## config.mk

```make
export PLATFORM = sky130hd
export DESIGN_NAME = rvip_top
export DESIGN_NICKNAME = d
export VERILOG_FILES = /design/src/hdl/rvip_pkg.sv /design/src/hdl/rvip_px_if.sv /design/src/hdl/rvip_buf.sv /design/src/hdl/rvip_sync.sv /design/src/hdl/rvip_top.sv
export SDC_FILE = /design/constraint.sdc
export NUM_CORES = 1
export LEC_CHECK = 0
export BUFFER_PORTS_ARGS = -buffer_cell sky130_fd_sc_hd__buf_2
export CORE_ASPECT_RATIO = 1.4
export CORE_MARGIN = 3
export CORE_UTILIZATION = 53
export DETAILED_ROUTE_END_ITERATION = 8
export GPL_TIMING_DRIVEN = 0
export PLACE_DENSITY_LB_ADDON = 0.12
export SLEW_MARGIN = 20
export SYNTH_ARGS = -nofsm -noshare
export SYNTH_HDL_FRONTEND = slang
export SYNTH_HIERARCHICAL = 1
export SYNTH_SLANG_ARGS = --single-unit
```

## constraint.sdc

```tcl
create_clock -name clk_in -period 2.4 [get_ports clk_in]
set_input_delay 0 -clock clk_in [delete_from_list [all_inputs] [get_ports clk_in]]
set_output_delay 0 -clock clk_in [all_outputs]
set_load 0.02 [all_outputs]
```

## src/hdl/rvip_pkg.sv

```systemverilog
// Constants and types shared by the RGB video input port
package rvip_pkg;
   // Bus and counter widths
   localparam int BUS_W = 18;
   localparam int CNT_W = 8;
   localparam int COL_W = 7;
   localparam int LIN_W = 10;
   localparam int WORD_W = 33;
   // Pixel format codes
   localparam logic [3:0] FMT_16 = 4'h5;
   localparam logic [3:0] FMT_18 = 4'h6;
   localparam logic [3:0] FMT_6 = 4'hE;
   // Mode strap codes
   localparam logic [1:0] MODE_PLAIN = 2'h2;
   localparam logic [1:0] MODE_PORCH = 2'h3;
   // Active area limits and reset values
   localparam logic [7:0] H_LAST = 8'h7F;
   localparam logic [7:0] V_LAST = 8'h9F;
   localparam logic [7:0] CNT_RST = 8'h00;
   localparam logic [9:0] LIN_RST = 10'h000;
   // Field positions on the data bus
   localparam int R_HI = 17;
   localparam int R18_LO = 12;
   localparam int R16_LO = 13;
   localparam int G_HI = 11;
   localparam int G_LO = 6;
   localparam int B18_HI = 5;
   localparam int B16_LO = 1;
   localparam int D6_HI = 7;
   localparam int D6_LO = 2;
   // Colour phase of the narrow mode
   typedef enum logic [1:0] {PH_RED, PH_GREEN, PH_BLUE} rvip_phase_e;
endpackage

```

## src/hdl/rvip_px_if.sv

```systemverilog
// Valid/ready carrier for pixel words between the port's modules
`timescale 1ns/1ps
interface rvip_px_if #(parameter int DW = 33);
   logic          valid;
   logic          ready;
   logic [DW-1:0] data;
   modport src (output valid, output data, input ready);
   modport snk (input valid, input data, output ready);
endinterface

```

## src/hdl/rvip_buf.sv

```systemverilog
// Two-entry pixel buffer, output held in a register
`timescale 1ns/1ps
module rvip_buf
   import rvip_pkg::*;
(
   input  wire logic clk_in,
   input  wire logic reset_in,
   rvip_px_if.snk    in_if,
   rvip_px_if.src    out_if
);

   logic [WORD_W-1:0] head_q;
   logic [WORD_W-1:0] tail_q;
   logic              head_vld_q;
   logic              tail_vld_q;
   logic              push;
   logic              pop;

   // Handshake terms
   assign push = in_if.valid & in_if.ready;
   assign pop = head_vld_q & out_if.ready;
   assign in_if.ready = ~tail_vld_q;
   assign out_if.valid = head_vld_q;
   assign out_if.data = head_q;

   // Entry movement
   always_ff @(posedge clk_in or posedge reset_in)
   begin
      if (reset_in)
      begin
         head_q <= '0;
         tail_q <= '0;
         head_vld_q <= 1'b0;
         tail_vld_q <= 1'b0;
      end
      else if (pop && tail_vld_q)
      begin
         head_q <= tail_q;
         tail_q <= in_if.data;
         tail_vld_q <= push;
      end
      else if (pop)
      begin
         head_q <= in_if.data;
         head_vld_q <= push;
      end
      else if (push && !head_vld_q)
      begin
         head_q <= in_if.data;
         head_vld_q <= 1'b1;
      end
      else if (push)
      begin
         tail_q <= in_if.data;
         tail_vld_q <= 1'b1;
      end
   end
endmodule // rvip_buf

```

## src/hdl/rvip_sync.sv

```systemverilog
// Two-flop synchroniser for a group of pins
`timescale 1ns/1ps
module rvip_sync #(
   parameter int W = 1
) (
   input  wire logic         clk_in,
   input  wire logic         reset_in,
   input  wire logic [W-1:0] async_in,
   output logic      [W-1:0] sync_out
);
   logic [W-1:0] meta_q;
   logic [W-1:0] sync_q;

   // First stage only feeds the second
   always_ff @(posedge clk_in or posedge reset_in)
   begin
      if (reset_in)
      begin
         meta_q <= '0;
         sync_q <= '0;
      end
      else
      begin
         meta_q <= async_in;
         sync_q <= meta_q;
      end
   end

   assign sync_out = sync_q;
endmodule // rvip_sync

```

## src/hdl/rvip_top.sv

```systemverilog
// RGB video input port: sync capture, pixel unpack, write counters
//
// How it works
// RL1: Frame sync low starts a new frame.
// RL2: Line sync low starts a new line.
// RL3: Data-valid high marks pixel data.
// RL4: Capture data bus only while data-valid high.
// RL5: Host keeps pixel clock running during use.
// RL6: Pixel clock may stop; never internal clock.
// RL7: Input stays inactive until power-on done.
// RL8: Recover correct image at next frame sync.
// RL9: Write order from mirror straps and bits.
// RL10: Frame sync clears both write counters.
// RL11: Each pixel advances horizontal counter only.
// RL12: Line sync: clear horizontal, advance vertical. Code does this only after a line that took a pixel.
// RL13: Past last pixel both counters return zero.
// RL14: Bus width from four-bit format field.
// RL15: Only three format codes valid here.
// RL16: 18-bit mode: red, green, blue, high first.
// RL17: 16-bit mode: five, six, five bits.
// RL18: 6-bit mode: three transfers on lines 7-2.
// RL19: Host drives unused data lines to levels.
// RL20: Mode 10 writes with host syncs always.
// RL21: Mode 11 applies porch, stores valid data.
// RL22: 16-bit lines: 17-13, 11-6, 5-1.
// RL23: Write pixel at mirrored counter location.
`timescale 1ns/1ps
module rvip_top
   import rvip_pkg::*;
(
   input  wire logic         clk_in,
   input  wire logic         reset_in,
   input  wire logic         pclk_in,
   input  wire logic         frame_sync_n_in,
   input  wire logic         line_sync_n_in,
   input  wire logic         pixel_valid_in,
   input  wire logic [17:0]  data_in,
   input  wire logic         column_mirror_pin_in,
   input  wire logic         row_mirror_pin_in,
   input  wire logic         video_mode_sel_hi_in,
   input  wire logic         video_mode_sel_lo_in,
   input  wire logic [3:0]   video_pixel_format_in,
   input  wire logic         column_mirror_in,
   input  wire logic         row_mirror_in,
   input  wire logic [9:0]   porch_vbp_in,
   input  wire logic         power_on_done_in,
   input  wire logic         mem_ready_in,
   output logic              mem_wr_out,
   output logic [6:0]        mem_col_out,
   output logic [7:0]        mem_row_out,
   output logic [17:0]       mem_pixel_out,
   output logic              active_out,
   output logic              format_err_out,
   output logic              timing_err_out,
   output logic              overrun_out
);
   // ****************************************
   // Pin synchronisation
   // ****************************************
   logic [25:0]       pins_s;
   logic [17:0]       data_s;
   logic              pclk_s, vs_n_s, hs_n_s, de_s;
   logic              pclk_prev_q, hs_prev_q;
   logic              rise, frame_clr, line_evt;

   rvip_sync #(.W(26)) u_sync (
      .clk_in   (clk_in),
      .reset_in (reset_in),
      .async_in ({column_mirror_pin_in, row_mirror_pin_in, video_mode_sel_hi_in,
                  video_mode_sel_lo_in, pclk_in, frame_sync_n_in, line_sync_n_in,
                  pixel_valid_in, data_in}),
      .sync_out (pins_s)
   );

   assign pclk_s = pins_s[21];
   assign vs_n_s = pins_s[20];
   assign hs_n_s = pins_s[19];
   assign de_s = pins_s[18];
   assign data_s = pins_s[17:0];

   // Pixel clock edge finder; nothing runs off the pixel clock itself
   always_ff @(posedge clk_in or posedge reset_in)
   begin
      if (reset_in)
      begin
         pclk_prev_q <= 1'b0;
         hs_prev_q <= 1'b1;
      end
      else
      begin
         pclk_prev_q <= pclk_s;                 // RL6
         if (rise)
            hs_prev_q <= hs_n_s;
      end
   end

   assign rise = pclk_s & ~pclk_prev_q;         // RL6
   assign frame_clr = rise & ~vs_n_s;           // RL1
   assign line_evt = rise & ~hs_n_s & hs_prev_q; // RL2

   // ****************************************
   // Straps, format and enable
   // ****************************************
   logic [1:0]        mode_q, strap_fill_q;
   logic              strap_taken_q, cmir_pin_q, rmir_pin_q;
   logic              fmt_valid, active_q, fmt_err_q;

   // Straps caught once the synchroniser holds real pin levels, three edges after release
   always_ff @(posedge clk_in or posedge reset_in)
   begin
      if (reset_in)
      begin
         strap_fill_q <= 2'h0;
         strap_taken_q <= 1'b0;
         cmir_pin_q <= 1'b0;
         rmir_pin_q <= 1'b0;
         mode_q <= 2'h0;
      end
      else if (!strap_taken_q)
      begin
         strap_fill_q <= {strap_fill_q[0], 1'b1};
         strap_taken_q <= strap_fill_q[1];      // Last capture is the valid one
         cmir_pin_q <= pins_s[25];              // RL9
         rmir_pin_q <= pins_s[24];
         mode_q <= pins_s[23:22];
      end
   end

   assign fmt_valid = (video_pixel_format_in == FMT_16) || // RL14
                      (video_pixel_format_in == FMT_18) ||
                      (video_pixel_format_in == FMT_6);    // RL15

   // Port runs only after power-on with a valid mode and format
   always_ff @(posedge clk_in or posedge reset_in)
   begin
      if (reset_in)
      begin
         active_q <= 1'b0;
         fmt_err_q <= 1'b0;
      end
      else
      begin
         active_q <= strap_taken_q & power_on_done_in & fmt_valid // RL7
                     & mode_q[1];                                 // RL20
         fmt_err_q <= ~fmt_valid;                                 // RL15
      end
   end

   // ****************************************
   // Frame state and write counters
   // ****************************************
   logic [7:0]        h_q, v_q;
   logic [9:0]        line_idx_q;
   logic              line_pix_q, frame_ok_q, terr_q;
   logic              lines_ok, take, pix_done;
   rvip_phase_e       phase_q;

   // Porch mode skips lines before the back porch count
   assign lines_ok = (mode_q != MODE_PORCH) || (line_idx_q >= porch_vbp_in); // RL21
   assign take = rise & de_s & vs_n_s & active_q & frame_ok_q & lines_ok; // RL3 RL4
   assign pix_done = take & ((video_pixel_format_in != FMT_6) || (phase_q == PH_BLUE));

   // Counter update; frame sync overrides everything
   always_ff @(posedge clk_in or posedge reset_in)
   begin
      if (reset_in)
      begin
         h_q <= CNT_RST;
         v_q <= CNT_RST;
         line_idx_q <= LIN_RST;
         line_pix_q <= 1'b0;
      end
      else if (frame_clr)
      begin
         h_q <= CNT_RST;                        // RL10
         v_q <= CNT_RST;
         line_idx_q <= LIN_RST;
         line_pix_q <= 1'b0;
      end
      else if (line_evt)
      begin
         line_idx_q <= line_idx_q + 10'h001;
         if (line_pix_q)
         begin
            h_q <= CNT_RST;                     // RL12
            v_q <= v_q + 8'h01;
         end
         line_pix_q <= 1'b0;
      end
      else if (pix_done && h_q <= H_LAST)
      begin
         line_pix_q <= 1'b1;
         if (h_q == H_LAST && v_q == V_LAST)
         begin
            h_q <= CNT_RST;                     // RL13
            v_q <= CNT_RST;
         end
         else
            h_q <= h_q + 8'h01;                 // RL11
      end
   end

   // Bad timing stops writes until the next frame sync
   always_ff @(posedge clk_in or posedge reset_in)
   begin
      if (reset_in)
      begin
         frame_ok_q <= 1'b0;
         terr_q <= 1'b0;
      end
      else if (!active_q)
         frame_ok_q <= 1'b0;
      else if (frame_clr)
      begin
         frame_ok_q <= 1'b1;                    // RL8
         terr_q <= 1'b0;
      end
      else if ((pix_done && h_q > H_LAST) || (line_evt && line_pix_q && v_q >= V_LAST))
      begin
         frame_ok_q <= 1'b0;                    // RL8
         terr_q <= 1'b1;
      end
   end

   // ****************************************
   // Pixel unpacking
   // ****************************************
   logic [5:0]        red_q, green_q;
   logic [17:0]       pixel;
   logic              cmir, rmir;
   logic [6:0]        col;
   logic [7:0]        row;

   // Narrow mode colour phase, restarted by any sync
   always_ff @(posedge clk_in or posedge reset_in)
   begin
      if (reset_in)
      begin
         phase_q <= PH_RED;
         red_q <= 6'h00;
         green_q <= 6'h00;
      end
      else if (frame_clr || line_evt)
         phase_q <= PH_RED;
      else if (take && video_pixel_format_in == FMT_6)
      begin
         case (phase_q)                         // RL18
            PH_RED:
            begin
               red_q <= data_s[D6_HI:D6_LO];
               phase_q <= PH_GREEN;
            end
            PH_GREEN:
            begin
               green_q <= data_s[D6_HI:D6_LO];
               phase_q <= PH_BLUE;
            end
            default:
               phase_q <= PH_RED;
         endcase
      end
   end

   // Pixel word in red-green-blue 6-6-6 form
   always_comb
   begin
      case (video_pixel_format_in)
         FMT_16:                                // RL17 RL22
            pixel = {data_s[R_HI:R16_LO], data_s[R_HI], data_s[G_HI:G_LO],
                     data_s[B18_HI:B16_LO], data_s[B18_HI]};
         FMT_6:
            pixel = {red_q, green_q, data_s[D6_HI:D6_LO]}; // RL18
         default:
            pixel = data_s;                     // RL16
      endcase
   end

   // Mirrored write location
   assign cmir = column_mirror_in ^ cmir_pin_q; // RL9
   assign rmir = row_mirror_in ^ rmir_pin_q;
   assign col = cmir ? (H_LAST[6:0] - h_q[6:0]) : h_q[6:0]; // RL23
   assign row = rmir ? (V_LAST - v_q) : v_q;

   // ****************************************
   // Write path through the buffer
   // ****************************************
   rvip_px_if #(.DW(WORD_W)) wr_if ();
   rvip_px_if #(.DW(WORD_W)) mem_if ();
   logic              wr_q, ovr_q;
   logic [WORD_W-1:0] wr_data_q;

   // Offer each finished pixel; a full buffer drops it
   always_ff @(posedge clk_in or posedge reset_in)
   begin
      if (reset_in)
      begin
         wr_q <= 1'b0;
         wr_data_q <= '0;
         ovr_q <= 1'b0;
      end
      else
      begin
         wr_q <= pix_done && (h_q <= H_LAST) && !frame_clr && !line_evt; // RL4
         wr_data_q <= {row, col, pixel};        // RL23
         if (wr_q && !wr_if.ready)
            ovr_q <= 1'b1;
         else if (frame_clr)
            ovr_q <= 1'b0;
      end
   end

   assign wr_if.valid = wr_q;
   assign wr_if.data = wr_data_q;
   assign mem_if.ready = mem_ready_in;

   rvip_buf u_buf (
      .clk_in   (clk_in),
      .reset_in (reset_in),
      .in_if    (wr_if),
      .out_if   (mem_if)
   );

   // Outputs, all from flip-flops
   assign mem_wr_out = mem_if.valid;
   assign mem_row_out = mem_if.data[32:25];
   assign mem_col_out = mem_if.data[24:18];
   assign mem_pixel_out = mem_if.data[17:0];
   assign active_out = active_q;
   assign format_err_out = fmt_err_q;
   assign timing_err_out = terr_q;
   assign overrun_out = ovr_q;
endmodule // rvip_top

```

## Word level (Yosys, flattened, before mapping)

Index checks and enable logic that the tools add are counted.

- Register bits: 209
- Bits in latches: 0
- Bits in writable memories: 0
- Memory bits (read-only): 0
- Logic and storage cells: 152
- Memories: 0

- Add/subtract/negate cells: 5
- Multiply operators: 0
- Div/mod/pow operators: 0
- $lt $le $gt $ge: 4
- Equal/unequal tests: 13
- Shift operators: 0
- Mux-type cells: 42
- Bitwise operators: 24
- Reduce and logical (&&, ||, !) cells: 37

Operators with widths:

| kind | number |
|---|---|
| $mux 33 | 7 |
| $mux 8 | 11 |
| $pmux 18 s2 | 1 |
| $mux 10 | 2 |
| $mux 1 | 17 |
| $add 8x1->8 const B | 2 |
| $and 1x1->1 | 15 |
| $reduce_and 3->1 | 4 |
| $reduce_bool 2->1 | 6 |
| $logic_and 1x1->1 | 11 |
| $add 10x1->10 const B | 1 |
| $ge 10x10->1 | 1 |
| $reduce_bool 3->1 | 3 |
| $eq 4x3->1 const B | 2 |
| $eq 8x7->1 const B | 1 |
| $eq 8x8->1 const B | 1 |
| $ge 8x8->1 const B | 1 |
| $gt 8x7->1 const B | 1 |
| $le 8x7->1 const B | 1 |
| $sub 8x8->8 const A | 1 |
| $mux 7 | 1 |
| $not 1->1 | 7 |
| $sub 7x7->7 const A | 1 |
| $logic_or 1x1->1 | 6 |
| 13 further kinds | 21 |

## Longest topological paths before layout

- Depth in word-level cells: 13
- Depth in mapped cells: 9
- Gate-level depth less buffers: 8

## By module

Netlist, hierarchy kept.

Modules (own cells, without submodules):

| module | times used | cells an instance | area an instance (µm²) |
|---|---|---|---|
| rvip_top | 1 | 406 | 4285.4 |
| rvip_buf | 1 | 227 | 3044.2 |
| rvip_sync | 1 | 53 | 1305.0 |

## Least setup slack after synthesis

OpenSTA, ideal clock, no wires.

- Kind: reg-to-reg
- Start point: register line_idx_q[4]
- End point: register v_q[0]
- Data arrival time: 2147 ps
- Required time: 2275 ps
- Slack: 128 ps
- Cell stages (with the launch flop): 9
- Period minus slack after synthesis: 2272 ps
- Cell sequence: dfrtp_1 -> ha_1 -> a21oi_1 -> a211oi_1 -> or4_1 -> buf_6 -> o211ai_4 -> a21oi_2 -> mux2_2

- Longest elaborated chain between the ends: 7

Ends and longest elaborated chain:

| what | line | text |
|---|---|---|
| from (decl) | rvip_top.sv:153 | `logic [9:0] line_idx_q;` |
| from (signal assigned) | rvip_top.sv:182 | `line_idx_q <= line_idx_q + 10'h001;` |
| $ge 10x10->1 | rvip_top.sv:159 | `assign lines_ok = (mode_q != MODE_PORCH) \|\| (line_idx_q >= porch_vbp_in);` |
| $logic_or 1x1->1 | rvip_top.sv:159 |  |
| $and 1x1->1 | rvip_top.sv:160 | `assign take = rise & de_s & vs_n_s & active_q & frame_ok_q & lines_ok;` |
| $and 1x1->1 | rvip_top.sv:161 | `assign pix_done = take & ((video_pixel_format_in != FMT_6) \|\| (phase_q == PH_BLUE));` |
| $logic_and 1x1->1 | rvip_top.sv:190 | `else if (pix_done && h_q <= H_LAST)` |
| $reduce_bool 3->1 (no line) | -- |  |
| $reduce_and 3->1 (no line) | -- |  |
| to (signal assigned) | rvip_top.sv:186 | `v_q <= v_q + 8'h01;` |
| to (decl) | rvip_top.sv:152 | `logic [7:0] h_q, v_q;` |

No other way between the ends.
A chain may end at the register's enable or synchronous reset.

## Final worst setup path

- Start point: register line_idx_q[7]
- End point: register v_q[0]

The elaborated chain is that of the path after synthesis.

==> results.py <==
metrics = {
    "detailed_routing": {
        "first_iter_violations": 373,
        "ant_nets": 0,
        "routed_via_density": 5.52,
        "drt_pass1_iterations": 4,
        "wirelength_um": 17500,
        "num_vias": 5778,
        "drc": 0,
        "wire_per_inst_um": 16.7,
    },
    "grt": {
        "grt_pass1_vias": 6018,
        "grt_overflow": 0,
        "grt_pass1_wl_um": 29200,
        "antenna_found_initial": 0,
        "grt_max_degree": 60,
        "grt_use_total": 0.198,
    },
    "synthesis": {
        "syn-cell-area_mm2": 0.00863,
        "ys.flop_type": "dfrtp_1",
        "synth-edff-count": 0,
        "postSynthCellCount": 686,
        "synth_async_sr_flop_share": 1.00,
        "yosysUniqueCellTypes": 65,
        "synth_nets": 747,
        "yosysWarnings": 6,
        "syn_area_per_cell_um2": 12.6,
        "synth-seq-cells": 209,
        "ys_seq_area_frac": 0.606,
    },
    "clock_network": {
        "cts.sink_count": 209,
        "htreeDepth": 1,
        "numCtsBuffers": 20,
        "clk_pin_slew_worst_paths_ns": 0.07,
        "clk_latency_ns": 0.49,
        "clock_path_buffers": 3,
        "clock_tree.root_cell": "clkbuf_16",
        "cts_tree": "yes",
    },
    "finish": {
        "syn_to_final_growth_pct": 22.5,
        "antenna_cells": 0,
        "final_util": 0.669,
        "multi_input_area_mm2": 0.00322,
        "seqCellArea_mm2": 0.00523,
        "final_cell_count_no_fill": 1046,
        "fillers": 1193,
        "final_area_mm2": 0.0106,
        "drive_gt1_frac": 0.349,
        "nets": 897,
    },
    "setup_path": {
        "path_max_fanout": 7,
        "start_kind": "flop",
        "setup.worst_path.class": "flop to flop",
        "crit_arrival_ns": 2.69,
        "worst_ep_required_time_ns": 2.78,
        "endpoint_kind": "flop",
    },
    "sta": {
        "fin_crit_sh": 0.961,
        "finalHoldViolations": 0,
        "fmax_ghz": 0.433,
        "finalSetupViolations": 0,
        "skew_ns": 0.00878,
        "timing.hold.ws_ns": 0.0662,
        "slew_headroom": 0.351,
        "drv_slew": 0,
        "finalCriticalPeriod_ns": 2.31,
        "finalSetupTns_ns": 0,
        "finalWorstSetupSlack_ns": 0.0925,
        "tightest_slew_ns": 0.967,
    },
    "placement": {
        "dp_hpwl_um": 12000,
        "io_buffers": 82,
        "pre_cts_slack_ns": -0.240,
        "place.gp.congestion": 0.823,
        "dp_cells": 967,
        "dpl-instance-area_mm2": 0.00936,
    },
    "floorplan": {
        "die_y_um": 157,
        "die_area_mm2": 0.0179,
        "rows": 54,
        "io_pins": 84,
        "core_area_mm2": 0.0158,
        "start_util": 0.546,
        "fp.dieW_um": 114,
    },
    "pwr": {
        "vdd_drop_max_mv": 0.796,
        "total_power_mw": 7.40,
        "leakage_nw": 4.98,
        "power_density_mw_per_mm2": 700,
    },
    "hold_path": {
        "min_path_type": "input pin to flop",
    },
    "run": {
        "drv_cap": 0,
    },
    "outcome": {
        "status": "complete, no violations",
    },
}
==> cells in the final DEF, fill, tap and decap left out, drive strengths merged, types with 11 or more instances in the layout <==
master	instances
nor2	22
o221a	33
nand3	18
mux2	45
nor3	15
nand2b	11
inv	27
a21oi	21
xnor2	15
dlygate4sd3	31
a211oi	11
dfrtp	208
or2	36
clkbuf	32
o21ai	20
ha	15
buf	117
nand2	71
==> cells in the mapped netlist, types with 12 or more instances <==
cell type	number	area, um^2
a21oi_1	20	100
buf_2	12	60.1
dfrtp_1	208	5200
ha_1	15	188
inv_1	27	101
mux2_2	25	282
mux2_4	20	300
nand2_1	70	263
nand3_1	18	90.1
nor2_1	20	75.1
nor3_1	13	65.1
o21ai_0	18	90.1
o221a_2	32	360
or2_2	36	225
xnor2_1	15	131
==> routing by layer <==
metal	GRT usage	part of all wire	routed length, um	vias to the layer above
met5	0	0	0	-
met4	0.0555	0.017	298	0
met3	0.0300	0.041	710	27
met2	0.343	0.51	8980	125
met1	0.260	0.43	7500	2890
li1	-	-	-	2736
==> cell families (layout without fill, tap and decap cells) <==
group	after synthesis	in the layout	share of synthesized area
fa+ha+maj	15	15	0.0217
buf+inv	57	221	0.0322
compound gates	126	126	0.116
xor+xnor	19	19	0.0193
flops	209	209	0.606
mux	47	47	0.0697
simple gates	213	213	0.135
==> sequential cells by signal, indices dropped and copies added, names as in the netlist, 2 cells and up <==
name	count
u_buf/tail_q	33
u_buf/out_if.data	33
line_idx_q	10
wr_data_q	33
mode_q	2
strap_fill_q	2
green_q	6
v_q	8
h_q	8
u_sync/meta_q	26
red_q	6
u_sync/sync_out	26
phase_q	2
==> cell type report <==
type	instances	share of cell area
Inverter	28	0.0104
Tap cell	196	0.0232
Timing Repair Buffer	129	0.0841
Multi-Input combinational cell	420	0.305
Buffer	28	0.0153
Clock buffer	23	0.0513
Clock inverter	13	0.0167
Sequential cell	209	0.495
==> report_power, final <==
group	internal [mW]	switching, mW	total (mW)
combinational	0.147	0.189	0.336
sequential	3.62	0.0646	3.69
clock	2.06	1.31	3.38
total	5.84	1.57	7.40
==> critical path, stage by stage (launching register included) <==
cell and delay (ns):
dfrtp_2 0.44, ha_4 0.26, a211oi_2 0.22, nor2_1 0.08, or4_4 0.50, o211ai_4 0.32, a21oi_4 0.11, mux2_2 0.27
==> final timing paths <==
path | from | to | slack [ns] | cells after the start
setup / recovery | line_idx_q[7] | v_q[0] | 0.09 | 7
hold / removal | row_mirror_in | wr_data_q[28] | 0.07 | 3
setup reg to reg | line_idx_q[7] | v_q[0] | 0.09 | 7
hold reg to reg | u_sync/meta_q[19] | u_sync/sync_out[19] | 0.35 | 0
max in group asynchronous | reset_in | hs_prev_q | 1.61 | 4
min in group asynchronous | reset_in | u_sync/sync_out[15] | 0.12 | 3
==> what timing repair did <==
| action | CTS | global route |
|---|---|---|
| pin swaps | 5 | 8 |
| setup endpoints to repair | 18 | 30 |
| gates resized for setup | 6 | 7 |
| hold buffers | 31 | 0 |
| setup buffers | 8 | 5 |
| endpoints found under the hold margin | 239 | 0 |
(Power assumes the default switching activity.)
